<file path="config.mk">
export PLATFORM = sky130hd
export DESIGN_NAME = rfoc_top
export DESIGN_NICKNAME = d
export VERILOG_FILES = /design/src/design/rfoc_pkg.sv /design/src/design/rfoc_sync.sv /design/src/design/rfoc_top.sv
export SDC_FILE = /design/constraint.sdc
export NUM_CORES = 1
export LEC_CHECK = 0
export ABC_CLOCK_PERIOD_IN_PS = 4500
export BUFFER_PORTS_ARGS = -buffer_cell sky130_fd_sc_hd__buf_2
export CAP_MARGIN = 20
export CORE_MARGIN = 2
export CORE_UTILIZATION = 48
export CTS_BUF_LIST = sky130_fd_sc_hd__clkbuf_16
export DETAILED_ROUTE_END_ITERATION = 12
export GPL_TIMING_DRIVEN = 0
export PLACE_DENSITY = 0.88
export SYNTH_ARGS = -nofsm -noshare
export SYNTH_HDL_FRONTEND = slang
export SYNTH_SLANG_ARGS = --single-unit
</file>
<file path="constraint.sdc">
create_clock -name clk_i -period 4.5 [get_ports clk_i]
set_input_delay 0.225 -clock clk_i [delete_from_list [all_inputs] [get_ports clk_i]]
set_output_delay 0.225 -clock clk_i [all_outputs]
set_load 0.05 [all_outputs]
</file>
<file path="src/design/rfoc_pkg.sv">
// Package for the RF operation mode control register bank.
// Assumes a Wishbone classic slave with 32-bit data and byte addressing.
package rfoc_pkg;
  // ==========================================================
  // Register map
  localparam int          ADDR_W          = 8;
  localparam logic [7:0]  IDX_OP_CTRL     = 8'h02;
  localparam logic [7:0]  IDX_MODE_DEF    = 8'h03;
  localparam logic [7:0]  IDX_STATUS      = 8'h10;
  localparam logic [7:0]  IDX_EVENT       = 8'h11;
  localparam logic [7:0]  ADDR_OP_CTRL    = 8'h08;
  localparam logic [7:0]  ADDR_MODE_DEF   = 8'h0C;
  localparam logic [7:0]  ADDR_STATUS     = 8'h40;
  localparam logic [7:0]  ADDR_EVENT      = 8'h44;
  // ==========================================================
  // Reset values and mode write mask
  localparam logic [7:0]  OP_CTRL_RST     = 8'h00;
  localparam logic [7:0]  MODE_DEF_RST    = 8'h08;
  localparam logic [7:0]  MODE_DEF_WMASK  = 8'hFC;
  // ==========================================================
  // Operation control fields
  localparam int          OC_ENABLE       = 7;
  localparam int          OC_RX_ON        = 6;
  localparam int          OC_SINGLE_CH    = 5;
  localparam int          OC_MANUAL_CH    = 4;
  localparam int          OC_TX_ON        = 3;
  localparam int          OC_WAKE         = 2;
  localparam int          OC_FD_HI        = 1;
  localparam int          OC_FD_LO        = 0;
  // ==========================================================
  // Mode definition fields
  localparam int          MD_TARGET       = 7;
  localparam int          MD_OPC_HI       = 6;
  localparam int          MD_OPC_LO       = 3;
  localparam int          MD_MOD_KIND     = 2;
  // ==========================================================
  // Codes
  localparam logic [1:0]  FD_OFF          = 2'h0;
  localparam logic [1:0]  FD_COLL_AVOID   = 2'h1;
  localparam logic [1:0]  FD_PEER         = 2'h2;
  localparam logic [1:0]  FD_AUTO         = 2'h3;
  localparam logic [3:0]  OPC_ISO_A       = 4'h1;
  localparam logic [3:0]  OPC_ISO_B       = 4'h2;
  localparam logic [3:0]  OPC_T1_TAG      = 4'h4;
  localparam logic [3:0]  OPC_SUBC_STREAM = 4'hE;
  localparam logic [3:0]  OPC_BPSK_STREAM = 4'hF;
  localparam logic [3:0]  OPC_TGT_ISO_A   = 4'h1;
  localparam logic [3:0]  OPC_TGT_NFC_F   = 4'h4;
  localparam int          BRD_FLAG        = 3;
  localparam int          BRD_NFC_F       = 2;
  localparam int          BRD_ISO_A       = 0;
  // ==========================================================
  // Decoded protocol modes
  typedef enum logic [3:0] {
    RFOC_PM_NONE,
    RFOC_PM_INIT_A,
    RFOC_PM_INIT_B,
    RFOC_PM_INIT_T1,
    RFOC_PM_INIT_SUBC,
    RFOC_PM_INIT_BPSK,
    RFOC_PM_TGT_A,
    RFOC_PM_TGT_F,
    RFOC_PM_TGT_BRD,
    RFOC_PM_TGT_BAD
  } rfoc_proto_t;
  // Channel usage
  typedef enum logic [1:0] {
    RFOC_CH_AUTO,
    RFOC_CH_BOTH_MANUAL,
    RFOC_CH_SINGLE
  } rfoc_chan_t;
endpackage

</file>
<file path="src/design/rfoc_sync.sv">
// Two-flop synchroniser for one level from outside the clock domain.
// Assumes clk_i is the only clock; rst_i is synchronous active high.
`timescale 1ns/10ps
module rfoc_sync (
  input  wire logic clk_i,
  input  wire logic rst_i,
  input  wire logic d_i,
  output logic      q_o
);
  logic meta_ff;
  logic nxt_meta;
  logic q_ff;
  logic nxt_q;

  // ==========================================================
  // Next state
  always_comb begin
    nxt_meta = d_i;
    nxt_q    = meta_ff;
    if (rst_i) begin
      nxt_meta = 1'b0;
      nxt_q    = 1'b0;
    end
  end

  always_ff @(posedge clk_i) begin
    meta_ff <= nxt_meta;
    q_ff    <= nxt_q;
  end

  assign q_o = q_ff;
endmodule // rfoc_sync

</file>
<file path="src/design/rfoc_top.sv">
// Operation control and mode definition register bank, Wishbone classic slave.
// Assumes power-up reset on por_i, bus reset on rst_i, pin levels async.
//
// Design decision made here: the Wishbone register port.
`timescale 1ns/10ps
module rfoc_top
  import rfoc_pkg::*;
(
  input  wire logic                   clk_i,
  input  wire logic                   rst_i,
  input  wire logic                   por_i,
  input  wire logic                   wb_cyc_i,
  input  wire logic                   wb_stb_i,
  input  wire logic                   wb_we_i,
  input  wire logic [rfoc_pkg::ADDR_W-1:0] wb_adr_i,
  input  wire logic [3:0]             wb_sel_i,
  input  wire logic [31:0]            wb_dat_i,
  output logic      [31:0]            wb_dat_o,
  output logic                        wb_ack_o,
  input  wire logic                   crystal_stable_i,
  input  wire logic                   channel_choice_i,
  input  wire logic                   field_on_cmd_i,
  input  wire logic                   tx_done_active_i,
  input  wire logic                   transport_frame_header_i,
  output logic                        osc_reg_en_o,
  output logic                        rx_en_o,
  output logic                        rx_am_en_o,
  output logic                        rx_pm_en_o,
  output logic                        rx_auto_sel_o,
  output logic                        tx_en_o,
  output logic                        wake_timer_mode_o,
  output logic                        fd_en_o,
  output logic                        fd_peer_thr_o,
  output logic                        fd_auto_o,
  output logic                        low_power_nfc_o,
  output logic                        listener_role_o,
  output logic      [3:0]             operation_code_o,
  output rfoc_pkg::rfoc_proto_t       proto_mode_o,
  output logic                        brd_nfc_f_o,
  output logic                        brd_iso_a_o,
  output logic                        modulation_kind_o
);
  import rfoc_pkg::*;
  // ==========================================================
  // Pin synchronisers
  logic xtal_ok;
  logic chan_sel;
  rfoc_sync u_sync_xtal (
    .clk_i (clk_i),
    .rst_i (rst_i),
    .d_i   (crystal_stable_i),
    .q_o   (xtal_ok)
  );
  rfoc_sync u_sync_chan (
    .clk_i (clk_i),
    .rst_i (rst_i),
    .d_i   (channel_choice_i),
    .q_o   (chan_sel)
  );
  // ==========================================================
  // Bus decode
  logic       req;
  logic       wr_lane0;
  logic       hit_op;
  logic       hit_md;
  logic       hit_st;
  logic       hit_ev;
  logic [7:0] wbyte;
  assign req      = wb_cyc_i && wb_stb_i && !wb_ack_o;
  assign wr_lane0 = req && wb_we_i && wb_sel_i[0];
  assign wbyte    = wb_dat_i[7:0];
  always_comb begin
    hit_op = 1'b0;
    hit_md = 1'b0;
    hit_st = 1'b0;
    hit_ev = 1'b0;
    if (wb_adr_i == ADDR_OP_CTRL) begin
      hit_op = 1'b1;
    end else if (wb_adr_i == ADDR_MODE_DEF) begin
      hit_md = 1'b1;
    end else if (wb_adr_i == ADDR_STATUS) begin
      hit_st = 1'b1;
    end else if (wb_adr_i == ADDR_EVENT) begin
      hit_ev = 1'b1;
    end
  end
  // ==========================================================
  // Operation control register, power-up defaults only
  logic [7:0] op_ff;
  logic [7:0] nxt_op;
  always_comb begin
    nxt_op = op_ff;
    if (wr_lane0 && hit_op) begin
      nxt_op = wbyte;
    end
    // Hardware events win over a software write in the same cycle
    if (field_on_cmd_i) begin
      nxt_op[OC_TX_ON] = 1'b1;
    end else if (tx_done_active_i) begin
      nxt_op[OC_TX_ON] = 1'b0;
    end
    if (por_i) begin
      nxt_op = OP_CTRL_RST;
    end
  end

  always_ff @(posedge clk_i) begin
    op_ff <= nxt_op;
  end
  // ==========================================================
  // Mode definition register
  logic [7:0] md_ff;
  logic [7:0] nxt_md;
  logic       md_wr_lost_ff;
  logic       nxt_md_wr_lost;
  always_comb begin
    nxt_md         = md_ff;
    nxt_md_wr_lost = md_wr_lost_ff;
    if (wr_lane0 && hit_md) begin
      if (xtal_ok) begin
        nxt_md = wbyte & MODE_DEF_WMASK;
      end else begin
        nxt_md_wr_lost = 1'b1;
      end
    end
    if (wr_lane0 && hit_ev && wbyte[0]) begin
      nxt_md_wr_lost = 1'b0;
    end
    // The mode register has no power-up-only note, so the bus reset restores it too
    if (por_i || rst_i) begin
      nxt_md         = MODE_DEF_RST;
      nxt_md_wr_lost = 1'b0;
    end
  end

  always_ff @(posedge clk_i) begin
    md_ff         <= nxt_md;
    md_wr_lost_ff <= nxt_md_wr_lost;
  end
  // ==========================================================
  // Mode decode
  logic [3:0]  opc;
  logic        is_tgt;
  rfoc_proto_t proto;
  logic        opc_bad;
  rfoc_chan_t  chan;
  logic [1:0]  fd;
  assign opc    = md_ff[MD_OPC_HI:MD_OPC_LO];
  assign is_tgt = md_ff[MD_TARGET];
  assign fd     = op_ff[OC_FD_HI:OC_FD_LO];
  always_comb begin
    proto = RFOC_PM_NONE;
    if (!is_tgt) begin
      case (opc)
        OPC_ISO_A:       proto = RFOC_PM_INIT_A;
        OPC_ISO_B:       proto = RFOC_PM_INIT_B;
        OPC_T1_TAG:      proto = RFOC_PM_INIT_T1;
        OPC_SUBC_STREAM: proto = RFOC_PM_INIT_SUBC;
        OPC_BPSK_STREAM: proto = RFOC_PM_INIT_BPSK;
        default:         proto = RFOC_PM_NONE;
      endcase
    end else if (opc[BRD_FLAG]) begin
      proto = RFOC_PM_TGT_BRD;
    end else begin
      case (opc)
        OPC_TGT_ISO_A: proto = RFOC_PM_TGT_A;
        OPC_TGT_NFC_F: proto = RFOC_PM_TGT_F;
        default:       proto = RFOC_PM_TGT_BAD;
      endcase
    end
  end

  // Disallowed target codes are treated like unsupported initiator codes
  assign opc_bad = (proto == RFOC_PM_NONE) || (proto == RFOC_PM_TGT_BAD);

  always_comb begin
    if (op_ff[OC_SINGLE_CH]) begin
      chan = RFOC_CH_SINGLE;
    end else if (op_ff[OC_MANUAL_CH]) begin
      chan = RFOC_CH_BOTH_MANUAL;
    end else begin
      chan = RFOC_CH_AUTO;
    end
  end

  // ==========================================================
  // Registered control outputs
  logic        osc_ff,  nxt_osc;
  logic        rx_ff,   nxt_rx;
  logic        am_ff,   nxt_am;
  logic        pm_ff,   nxt_pm;
  logic        auto_ff, nxt_auto;
  logic        tx_ff,   nxt_tx;
  logic        wake_ff, nxt_wake;
  logic        fde_ff,  nxt_fde;
  logic        fdp_ff,  nxt_fdp;
  logic        fda_ff,  nxt_fda;
  logic        lp_ff,   nxt_lp;
  logic        role_ff, nxt_role;
  logic [3:0]  opc_ff,  nxt_opc;
  rfoc_proto_t pm_mode_ff, nxt_pm_mode;
  logic        brdf_ff, nxt_brdf;
  logic        brda_ff, nxt_brda;
  logic        mod_ff,  nxt_mod;
  logic        hdr_conflict_ff, nxt_hdr_conflict;
  always_comb begin
    nxt_osc  = op_ff[OC_ENABLE];
    nxt_rx   = op_ff[OC_RX_ON] && !opc_bad;
    nxt_am   = 1'b0;
    nxt_pm   = 1'b0;
    nxt_auto = 1'b0;
    if (nxt_rx) begin
      case (chan)
        RFOC_CH_SINGLE: begin
          nxt_am = !chan_sel;
          nxt_pm = chan_sel;
        end
        RFOC_CH_BOTH_MANUAL: begin
          nxt_am = !chan_sel;
          nxt_pm = chan_sel;
        end
        default: begin
          nxt_am   = 1'b1;
          nxt_pm   = 1'b1;
          nxt_auto = 1'b1;
        end
      endcase
    end
    nxt_tx      = op_ff[OC_TX_ON] && !opc_bad;
    nxt_wake    = op_ff[OC_WAKE];
    nxt_fde     = (fd != FD_OFF);
    nxt_fdp     = (fd == FD_PEER);
    nxt_fda     = (fd == FD_AUTO);
    nxt_lp      = (fd != FD_OFF) && (op_ff[OC_ENABLE:OC_WAKE] == 6'h00);
    nxt_role    = is_tgt;
    nxt_opc     = opc;
    nxt_pm_mode = proto;
    nxt_brdf    = (proto == RFOC_PM_TGT_BRD) && opc[BRD_NFC_F];
    nxt_brda    = (proto == RFOC_PM_TGT_BRD) && opc[BRD_ISO_A];
    nxt_mod     = md_ff[MD_MOD_KIND];
    // Flags software breaking the header rule; hardware does not override it
    nxt_hdr_conflict = (proto == RFOC_PM_TGT_BRD) && transport_frame_header_i;
  end

  always_ff @(posedge clk_i) begin
    osc_ff          <= nxt_osc;
    rx_ff           <= nxt_rx;
    am_ff           <= nxt_am;
    pm_ff           <= nxt_pm;
    auto_ff         <= nxt_auto;
    tx_ff           <= nxt_tx;
    wake_ff         <= nxt_wake;
    fde_ff          <= nxt_fde;
    fdp_ff          <= nxt_fdp;
    fda_ff          <= nxt_fda;
    lp_ff           <= nxt_lp;
    role_ff         <= nxt_role;
    opc_ff          <= nxt_opc;
    pm_mode_ff      <= nxt_pm_mode;
    brdf_ff         <= nxt_brdf;
    brda_ff         <= nxt_brda;
    mod_ff          <= nxt_mod;
    hdr_conflict_ff <= nxt_hdr_conflict;
  end
  // ==========================================================
  // Bus answer: one wait-free cycle, unmapped reads zero
  logic [31:0] dat_ff;
  logic [31:0] nxt_dat;
  logic        ack_ff;
  logic        nxt_ack;
  always_comb begin
    nxt_ack = req;
    nxt_dat = 32'h0000_0000;
    if (req && !wb_we_i) begin
      if (hit_op) begin
        nxt_dat = {24'h00_0000, op_ff};
      end else if (hit_md) begin
        nxt_dat = {24'h00_0000, md_ff};
      end else if (hit_st) begin
        nxt_dat = {24'h00_0000, 2'h0, hdr_conflict_ff, lp_ff, opc_bad, chan_sel,
                   xtal_ok, rx_ff};
      end else if (hit_ev) begin
        nxt_dat = {31'h0000_0000, md_wr_lost_ff};
      end
    end
    if (rst_i) begin
      nxt_ack = 1'b0;
      nxt_dat = 32'h0000_0000;
    end
  end

  always_ff @(posedge clk_i) begin
    ack_ff <= nxt_ack;
    dat_ff <= nxt_dat;
  end
  assign wb_ack_o          = ack_ff;
  assign wb_dat_o          = dat_ff;
  assign osc_reg_en_o      = osc_ff;
  assign rx_en_o           = rx_ff;
  assign rx_am_en_o        = am_ff;
  assign rx_pm_en_o        = pm_ff;
  assign rx_auto_sel_o     = auto_ff;
  assign tx_en_o           = tx_ff;
  assign wake_timer_mode_o = wake_ff;
  assign fd_en_o           = fde_ff;
  assign fd_peer_thr_o     = fdp_ff;
  assign fd_auto_o         = fda_ff;
  assign low_power_nfc_o   = lp_ff;
  assign listener_role_o   = role_ff;
  assign operation_code_o  = opc_ff;
  assign proto_mode_o      = pm_mode_ff;
  assign brd_nfc_f_o       = brdf_ff;
  assign brd_iso_a_o       = brda_ff;
  assign modulation_kind_o = mod_ff;
endmodule // rfoc_top

</file>
==> results of run 1 <==
==> cells in the final DEF, fill, tap and decap left out, types with 5 or more instances in the layout <==
cell type  Yosys  layout
nor2_1        18      18
nand3_1        8       8
buf_2          0      59
and3_1         6       6
nor2b_1       10      10
nand2b_1       5       5
mux2i_1        9       9
dfxtp_1       52      52
a21oi_1       11      11
o21ai_1        7       7
conb_1         1      24
a22oi_1        5       5
clkbuf_1       8       8
clkbuf_16      0       5
buf_4         25      25
==> per-stage QoR <==
| step | std cells | util | area (µm²) | hold WS [ns] | power, W |
|---|---|---|---|---|---|
| final | 359 | 0.627 | 2710 | 0.143 | 0.000916 |
| after global routing | 359 | 0.627 | 2710 | 0.154 | 0.000948 |
| after CTS | 359 | 0.627 | 2710 | 0.142 | 0.000922 |
| after detailed placement | 352 | 0.596 | 2580 | 0.358 | 0.000577 |
| after global placement | 352 | 0.596 | 2580 | 0.354 | 0.000576 |
| after floorplan | 241 | - | 2220 | 0.297 | 0.000555 |
==> layout make-up <==
type / instances / area, µm²
well taps: 52 / 65.1
clock inverters: 2 / 7.51
inverters: 4 / 15.0
clock buffers: 5 / 125
plain buffers: 33 / 218
fillers: 386 / 1610
flip-flops and latches: 52 / 1040
multi-input cells: 152 / 945
repair buffers: 59 / 295
==> kinds of logic after synthesis <==
group,Yosys count,synth area share
simple gates,81,0.242
flops,52,0.488
xor+xnor,1,0.00411
mux,12,0.0581
other cells,1,0.00176
buf+inv,37,0.109
compound gates,34,0.0963
==> worst reg2reg max path, cell delays in order (launching register included) <==
cell	delay (ns)
dfxtp_1	0.38
nor4b_1	0.90
nand3_1	0.19
a21oi_1	0.21
==> sequential cells by signal (all words and copies together) (netlist names), 4 cells and up <==
register	cells
wb_dat_o	8
operation_code_o	4
op_ff	8
md_ff	6
proto_mode_o	4
==> worst max path at each step <==
stage	startpoint	to	slack (ns)	cells past startpoint
floorplan	wb_ack_o	op_ff[3]	2.92	4
global placement	wb_we_i	md_ff[4]	2.82	5
detailed placement	wb_we_i	md_ff[5]	2.71	5
CTS	wb_ack_o	md_ff[5]	2.74	3
global route	wb_ack_o	md_ff[5]	2.60	3
finish	wb_ack_o	md_ff[5]	2.72	3
==> layer usage <==
metal / share of wire / global-route usage
met5: 0 / 0
met3: 0.074 / 0.0470
met4: 0.022 / 0.0671
met2: 0.50 / 0.324
met1: 0.40 / 0.206
==> power groups by stage <==
stage | Clock [W] | Combinational (W) | Sequential, W
finish | 0.000348 | 0.000102 | 0.000466
global route | 0.000375 | 0.000107 | 0.000466
CTS | 0.000355 | 0.000101 | 0.000466
detailed placement | 0 | 0.000100 | 0.000476
global placement | 0 | 0.000100 | 0.000476
floorplan | 0 | 0.0000757 | 0.000479
==> impl_metrics.tcl, run 1 <==
set metrics [dict create \
    grt_start_max_net_pins 15 \
    synth_common_cells "52 x dfxtp_1, 25 x buf_4, 18 x nor2_1" \
    fmax_mhz 563 \
    pre_cts_ws_ns 2.71 \
    min_period_ns 1.78 \
    cts_setup_buffers 0 \
    hold_depth 2 \
    clockPowerShare 0.380 \
    place.gp.congestion 0.835 \
    dpl.hpwl_mm 3.47 \
    yosysSeqAreaShare 0.488 \
    synth_area_leaders "dfxtp_1 49%, buf_4 8.8%, mux2i_1 4.2%, nor2_1 3.2%, nor2b_1 2.9%" \
    io_pins 111 \
    n_antenna_cell 0 \
    cts_buffer_depth 2 \
    cts_hold_buf 0 \
    netSwitchingFraction 0.242 \
    synth.distinct_cells 43 \
    crit_type "register to register" \
    cts-root-buf "clkbuf_16" \
    synth_top_area_frac 0.488 \
    drcViolationCount 0 \
    wirelength_mm 4.51 \
    cp.arrival_ns 1.97 \
    clk_pin_slew_ns 0.06 \
    synth-seq-cells 52 \
    start_util 0.493 \
    intPower_w 0.000694 \
    areaGrowthSynthToFinish_pct 27.2 \
    worst_path_max_delay_cell "nor4b_1" \
    synth_edf_count 0 \
    drive_above_1_share 0.329 \
    hold_viol 0 \
    r2r_start "wb_ack_o" \
    grt_pass1_wl_mm 7.04 \
    cp_top_family "simple AND/OR/NAND/NOR gates" \
    power_density_mw_per_mm2 338 \
    cellLeakagePower_nw 1.32 \
    async_flop_share 0 \
    hold_start "crystal_stable_i" \
    grt_overflow_total 0 \
    crit_chain "nor4b_1, nand3_1, a21oi_1" \
    die_h_um 70.6 \
    fp-row-count 24 \
    vias 1798 \
    end_kind "register" \
    cts_buffers 5 \
    fin_skew_ns 0.00630 \
    slew_headroom 0.319 \
    antenna_found_initial 0 \
    drt-initial-drc-count 86 \
    power_frac_comb 0.111 \
    routedWlPerCell_um 12.6 \
    nets 362 \
    rsz0062_at_grt "no" \
    post-route-period-util 0.394 \
    die_w_um 70.6 \
    worstPathMaxFanout 8 \
    cap_violations 0 \
    synth_top_area_cell "dfxtp_1" \
    yosys_most_used_dff "dfxtp_1" \
    crit_buf_inv 0 \
    synth_warnings 0 \
    min_path_type "primary input to register" \
    ant_nets 0 \
    setup-violations-final 0 \
    syn_area_per_cell_um2 9.78 \
    rr_worst_depth 3 \
    slowest_delay_ns 0.90 \
    grtUsageTotal 0.180 \
    netlist_instances 218 \
    vias_per_cell 5.01 \
    cts_tree "yes" \
    fin_ws_ns 2.72 \
    worst-endpoint-required_ns 4.70 \
    grt_pass1_vias 1524 \
    tns_ns 0 \
    final_max_slew_viol_count 0 \
    netlist_area_mm2 0.00213 \
    r2r-end "md_ff[5]" \
    start_kind "register" \
    hold_end "u_sync_xtal.meta_ff" \
    firstDrtPassIters 4 \
    cts_max_level 2 \
    dieArea_mm2 0.00499 \
    clk_latency_ns 0.29 \
    synth.most_common_cell "dfxtp_1" \
    status "finished clean" \
    core_mm2 0.00432 \
    clock-sinks 52 \
    pwr-share-seq 0.509 \
    portBuffers 59 \
    ir_drop_mv 0.210 \
    tightest_slew_ns 1.01 \
    cts_resized 0 \
    p_sw_w 0.000222 \
    rrSetupSlack_ns 2.72 \
]
(Power assumes the default switching activity.)
==> run 2, diff against run 1 <==
--- a/config.mk
+++ b/config.mk
@@ -5,15 +5,15 @@
 export SDC_FILE = /design/constraint.sdc
 export NUM_CORES = 1
 export LEC_CHECK = 0
-export ABC_CLOCK_PERIOD_IN_PS = 4500
+export ABC_CLOCK_PERIOD_IN_PS = 1460
 export BUFFER_PORTS_ARGS = -buffer_cell sky130_fd_sc_hd__buf_2
 export CAP_MARGIN = 20
 export CORE_MARGIN = 2
-export CORE_UTILIZATION = 48
+export CORE_UTILIZATION = 40
 export CTS_BUF_LIST = sky130_fd_sc_hd__clkbuf_16
 export DETAILED_ROUTE_END_ITERATION = 12
 export GPL_TIMING_DRIVEN = 0
-export PLACE_DENSITY = 0.88
+export PLACE_DENSITY = 0.79
 export SYNTH_ARGS = -nofsm -noshare
 export SYNTH_HDL_FRONTEND = slang
 export SYNTH_SLANG_ARGS = --single-unit
==> constraint.sdc (replaced) <==
create_clock -name clk_i -period 1.46 [get_ports clk_i]
set_input_delay 0.073 -clock clk_i [delete_from_list [all_inputs] [get_ports clk_i]]
set_output_delay 0.073 -clock clk_i [all_outputs]
set_load 0.05 [all_outputs]
==> run 2 against run 1 <==
The run now ends with setup timing left; sequential power rose to 3.1 times the previous value; worst hold slack worse by 0.13 ns; die area up 19%; critical path depth up 2; final area up 5.4%; wire length up 9.7%; via count up 0.95%; highest routed layer unchanged.
==> impl_metrics.tcl, run 2 (synthesis gave the netlist of run 1 again) <==
set metrics [dict create \
    status "finished, violations left" \
    violations "setup timing" \
    vias_per_cell 4.75 \
    slowest_delay_ns 0.47 \
    worstPathMaxFanout 10 \
    worst_path_max_delay_cell "or3b_4" \
    holdWs_ns 0.0150 \
    crit_buf_inv 1 \
    cts_tree "yes" \
    tightest_slew_ns 0.538 \
    cp.arrival_ns 1.71 \
    cap_violations 0 \
    min_period_ns 1.49 \
    grt_overflow_total 0 \
    grt_pass1_vias 1692 \
    final_common_cell "buf_2" \
    drt-initial-drc-count 88 \
    rsz0062_at_grt "yes" \
    r2r_start "md_ff[4]" \
    slew_headroom 0.641 \
    cellLeakagePower_nw 1.38 \
    ant_nets 0 \
    n_antenna_cell 0 \
    drcViolationCount 0 \
    crit_chain "clkbuf_4, a21oi_1, o2bb2ai_1, or3b_4, a21oi_2" \
    rrSetupSlack_ns -0.03 \
    grtUsageTotal 0.168 \
    tns_ns -0.0533 \
    die_w_um 77.0 \
    firstDrtPassIters 4 \
    dpl.hpwl_mm 3.49 \
    start_util 0.415 \
    fin_ws_ns -0.0305 \
    areaGrowthSynthToFinish_pct 34.0 \
    die_h_um 77.0 \
    final_max_slew_viol_count 0 \
    grt_pass1_wl_mm 7.91 \
    hold_end "op_ff[1]" \
    cts-root-buf "clkbuf_16" \
    fin_skew_ns 0.00248 \
    io_pins 111 \
    clk_pin_slew_ns 0.06 \
    rr_worst_depth 5 \
    dieArea_mm2 0.00593 \
    end_kind "register" \
    pre_cts_ws_ns -0.219 \
    r2r-end "rx_pm_en_o" \
    cts_max_level 2 \
    hold_start "wb_dat_i[1]" \
    place.gp.congestion 0.835 \
    power_density_mw_per_mm2 993 \
    cts_buffer_depth 2 \
    portBuffers 59 \
    fp-row-count 26 \
    cp_top_family "simple AND/OR/NAND/NOR gates" \
    antenna_found_initial 0 \
    ir_drop_mv 0.444 \
    drive_above_1_share 0.388 \
    final_cell_mix "59 x buf_2, 47 x dfxtp_1, 27 x buf_4, 24 x conb_1, 16 x nor2_1" \
    core_mm2 0.00514 \
    nets 366 \
    worst-endpoint-required_ns 1.68 \
    routedWlPerCell_um 13.0 \
    fmax_mhz 671 \
    wirelength_mm 4.95 \
    min_path_type "primary input to register" \
    hold_viol 0 \
    cts_buffers 5 \
    grt_start_max_net_pins 15 \
    setup-violations-final 3 \
    start_kind "register" \
    clk_latency_ns 0.28 \
    crit_type "register to register" \
    hold_depth 3 \
    vias 1815 \
    power_w 0.00284 \
    post-route-period-util 1.02 \
    clock-sinks 52 \
]
==> run 2: cell types whose count changed in the layout (fill, tap and decap cells not counted), sizes merged <==
cell and change:
clkbuf -1, buf +2, inv +2, clkinv -1
dlygate4sd3 +3
==> run 2: power by group <==
part / internal, W / switching (W)
logic: 0.000104 / 0.000222
registers: 0.00143 / 0.00000911
clock network: 0.000616 / 0.000459
==> run 2: worst register-to-register path: cells and delay by family, from the launching register on <==
kind	cells	cell delay (ns)
AOI/OAI and AO/OA	3	0.39
DFF	1	0.35
buffers and inverters	1	0.20
and+or+nand+nor	1	0.47
==> run 2: metrics by stage <==
step                utilization  std cells  instance area, µm²
floorplan                     -        241                2220
CTS                       0.548        382                2820
global placement          0.506        370                2600
global route              0.556        382                2860
finish                    0.556        382                2860
detailed placement        0.506        370                2600
==> run 2: area by class of cell <==
type / instances / area (µm²)
clock inverters: 3 / 11.3
fillers: 471 / 2280
multi-input cells: 152 / 1010
clock buffers: 5 / 125
plain buffers: 32 / 219
inverters: 4 / 15.0
flip-flops and latches: 52 / 1050
well taps: 70 / 87.6
repair buffers: 64 / 340
==> run 2: how the worst max path moves through the flow <==
stage | from | endpoint | slack, ns | depth (start not counted)
finish | md_ff[4] | rx_pm_en_o | -0.03 | 5
global route | md_ff[5] | rx_pm_en_o | -0.07 | 5
CTS | md_ff[5] | rx_pm_en_o | -0.03 | 4
detailed placement | wb_ack_o | md_ff[6] | -0.22 | 3
global placement | wb_ack_o | md_ff[7] | -0.18 | 3
floorplan | md_ff[7] | rx_am_en_o | 0.01 | 4
==> run 2: what timing repair did <==
item	in CTS	in global routing
resized for setup	11	12
endpoints found under the setup margin	11	8
endpoints found under the hold margin	3	0
hold buffers	3	0
setup buffers	2	0
pin swaps	3	2
==> run 2: routing by layer <==
layer | GRT usage | vias to the layer above | routed length (µm)
li1 | - | 902 | -
met2 | 0.271 | 98 | 2380
met5 | 0 | - | 0
met1 | 0.214 | 800 | 2050
met3 | 0.0353 | 15 | 374
met4 | 0.0786 | 0 | 136
==> run 3, diff against run 2 <==
--- a/config.mk
+++ b/config.mk
@@ -8,7 +8,7 @@
 export ABC_CLOCK_PERIOD_IN_PS = 1460
 export BUFFER_PORTS_ARGS = -buffer_cell sky130_fd_sc_hd__buf_2
 export CAP_MARGIN = 20
-export CORE_MARGIN = 2
+export CORE_MARGIN = 10
 export CORE_UTILIZATION = 40
 export CTS_BUF_LIST = sky130_fd_sc_hd__clkbuf_16
 export DETAILED_ROUTE_END_ITERATION = 12
==> run 3 against run 2 <==
The flow still finishes with violations (setup timing); first-iteration DRC count is 38% higher; sequential power hardly changed; register-to-register slack hardly changed; global-route usage is 4.6 points lower; final cell count is 0.79% higher; power is 0.72% higher; count of clock-buffer cells in the layout stayed put; fmax is 0.91% higher; final area is 0.22% higher; critical path type unchanged; largest power group unchanged; highest routed layer unchanged.
==> impl_metrics.tcl, run 3 (synthesis gave the netlist of run 1 again) <==
set metrics [dict create \
    firstDrtPassIters 4 \
    crit_chain "or3b_4, nor4b_4, or3b_4, a21oi_2" \
    status "finished, violations left" \
    die_h_um 93.0 \
    fp-row-count 26 \
    io_pins 111 \
    worst_path_max_delay_cell "or3b_4" \
    cap_violations 0 \
    grt_overflow_total 0 \
    dieArea_mm2 0.00865 \
    vias_per_cell 4.57 \
    clock-sinks 52 \
    grtUsageTotal 0.121 \
    grt_pass1_wl_mm 8.34 \
    multi_input_area_um2 993 \
    fin_area_mm2 0.00286 \
    worstPathMaxFanout 4 \
    portBuffers 59 \
    cts-root-buf "clkbuf_16" \
    start_kind "register" \
    violations "setup timing" \
    wl_met2_mm 2.40 \
    cp.arrival_ns 1.70 \
    cts_buffers 5 \
    fin_skew_ns 0.00730 \
    grt_pass1_vias 1696 \
    final_common_cell "buf_2" \
    worst-endpoint-required_ns 1.69 \
    cp_top_family "simple AND/OR/NAND/NOR gates" \
    place_area_mm2 0.00260 \
    clk_latency_ns 0.29 \
    post-route-period-util 1.01 \
    top_layer_used "met4" \
    dpl.hpwl_mm 4.18 \
    drt-initial-drc-count 121 \
    final.fill_count 490 \
    slowest_delay_ns 0.43 \
    areaGrowthSynthToFinish_pct 34.3 \
    start_util 0.415 \
    cts_max_level 2 \
    met1Wirelength_mm 2.25 \
    fmax_mhz 677 \
    cellLeakagePower_nw 1.39 \
    n_antenna_cell 0 \
    hold_viol 0 \
    place.gp.congestion 0.830 \
    final_cell_mix "59 x buf_2, 49 x dfxtp_1, 30 x buf_4, 24 x conb_1, 17 x nor2_1" \
    cts_buffer_depth 2 \
    rsz0062_at_grt "yes" \
    drive_above_1_share 0.384 \
    ant_nets 0 \
    fin_ws_ns -0.0172 \
    antenna_found_initial 0 \
    setup-violations-final 2 \
    power_w 0.00286 \
    power_density_mw_per_mm2 998 \
    layout.area.seq_mm2 0.00105 \
    die_w_um 93.0 \
    drcViolationCount 0 \
    clk_pin_slew_ns 0.06 \
    end_kind "register" \
    dr_wl_met3_um 627 \
    grt_start_max_net_pins 16 \
    crit_type "register to register" \
    nets 369 \
    min_path_type "primary input to register" \
    wirelength_mm 5.37 \
    tightest_slew_ns 0.632 \
    core_mm2 0.00514 \
    min_period_ns 1.48 \
    vias 1758 \
    cp_common_cell "or3b_4" \
    ir_drop_mv 0.483 \
    routedWlPerCell_um 13.9 \
    final_max_slew_viol_count 0 \
    crit_buf_inv 0 \
    cts_tree "yes" \
    slew_headroom 0.578 \
]
run 3: changes by cell type in the layout (fill, tap and decap cells not counted), sizes merged:
cell,previous run,this run
buf,86,89
run 3: metal layers:
metal / vias up / track usage
met4: 0 / 0.0463
met3: 9 / 0.0647
met2: 74 / 0.185
met1: 766 / 0.141
met5: - / 0
li1: 909 / -
run 3: worst register-to-register path, stage by stage (launching register included):
cell and delay [ns]:
dfxtp_4 0.34, or3b_4 0.39, nor4b_4 0.15, or3b_4 0.43, a21oi_2 0.11
run 3: cell type report:
cell class                      count  area share
Inverter                            4     0.00524
Sequential cell                    52       0.366
Tap cell                           70      0.0306
Timing Repair Buffer               67       0.127
Multi-Input combinational cell    152       0.347
Clock inverter                      3     0.00568
Buffer                             32      0.0756
Clock buffer                        5      0.0437
run 3: worst paths after layout:
check / startpoint / to / slack, ns / depth (start not counted)
worst max-delay path: md_ff[7] / rx_pm_en_o / -0.02 / 4
worst min-delay path: field_on_cmd_i / op_ff[3] / 0.01 / 2
worst max register to register: md_ff[7] / rx_pm_en_o / -0.02 / 4
worst min register to register: md_ff[2] / modulation_kind_o / 0.38 / 0
run 3: power by group:
| group | leakage [nW] | switching [W] | total (W) | internal, W |
|---|---|---|---|---|
| clock | 0.0764 | 0.000472 | 0.00110 | 0.000625 |
| sequential | 0.422 | 0.00000789 | 0.00144 | 0.00143 |
| combinational | 0.892 | 0.000223 | 0.000326 | 0.000103 |
| total | 1.39 | 0.000703 | 0.00286 | 0.00216 |
run 3: timing repair:
action,in CTS,in global routing
pin swaps,2,1
resized for setup,11,5
endpoints found under the setup margin,11,6
hold buffers,3,0
hold endpoints to repair,3,0
setup buffers,1,4
run 3: metrics by stage:
| stage | util | setup WS (ns) | hold slack (ns) | instances | TNS, ns |
|---|---|---|---|---|---|
| 2_1_floorplan | - | 0.0136 | 0.145 | 241 | 0 |
| 3_3_place_gp | 0.506 | -0.167 | 0.281 | 370 | -1.58 |
| 3_5_place_dp | 0.506 | -0.208 | 0.289 | 370 | -1.62 |
| 4_1_cts | 0.548 | -0.0413 | 0.00492 | 381 | -0.0817 |
| 5_1_grt | 0.557 | -0.0588 | 0.0145 | 385 | -0.145 |
| 6_report | 0.557 | -0.0172 | 0.0105 | 385 | -0.0285 |
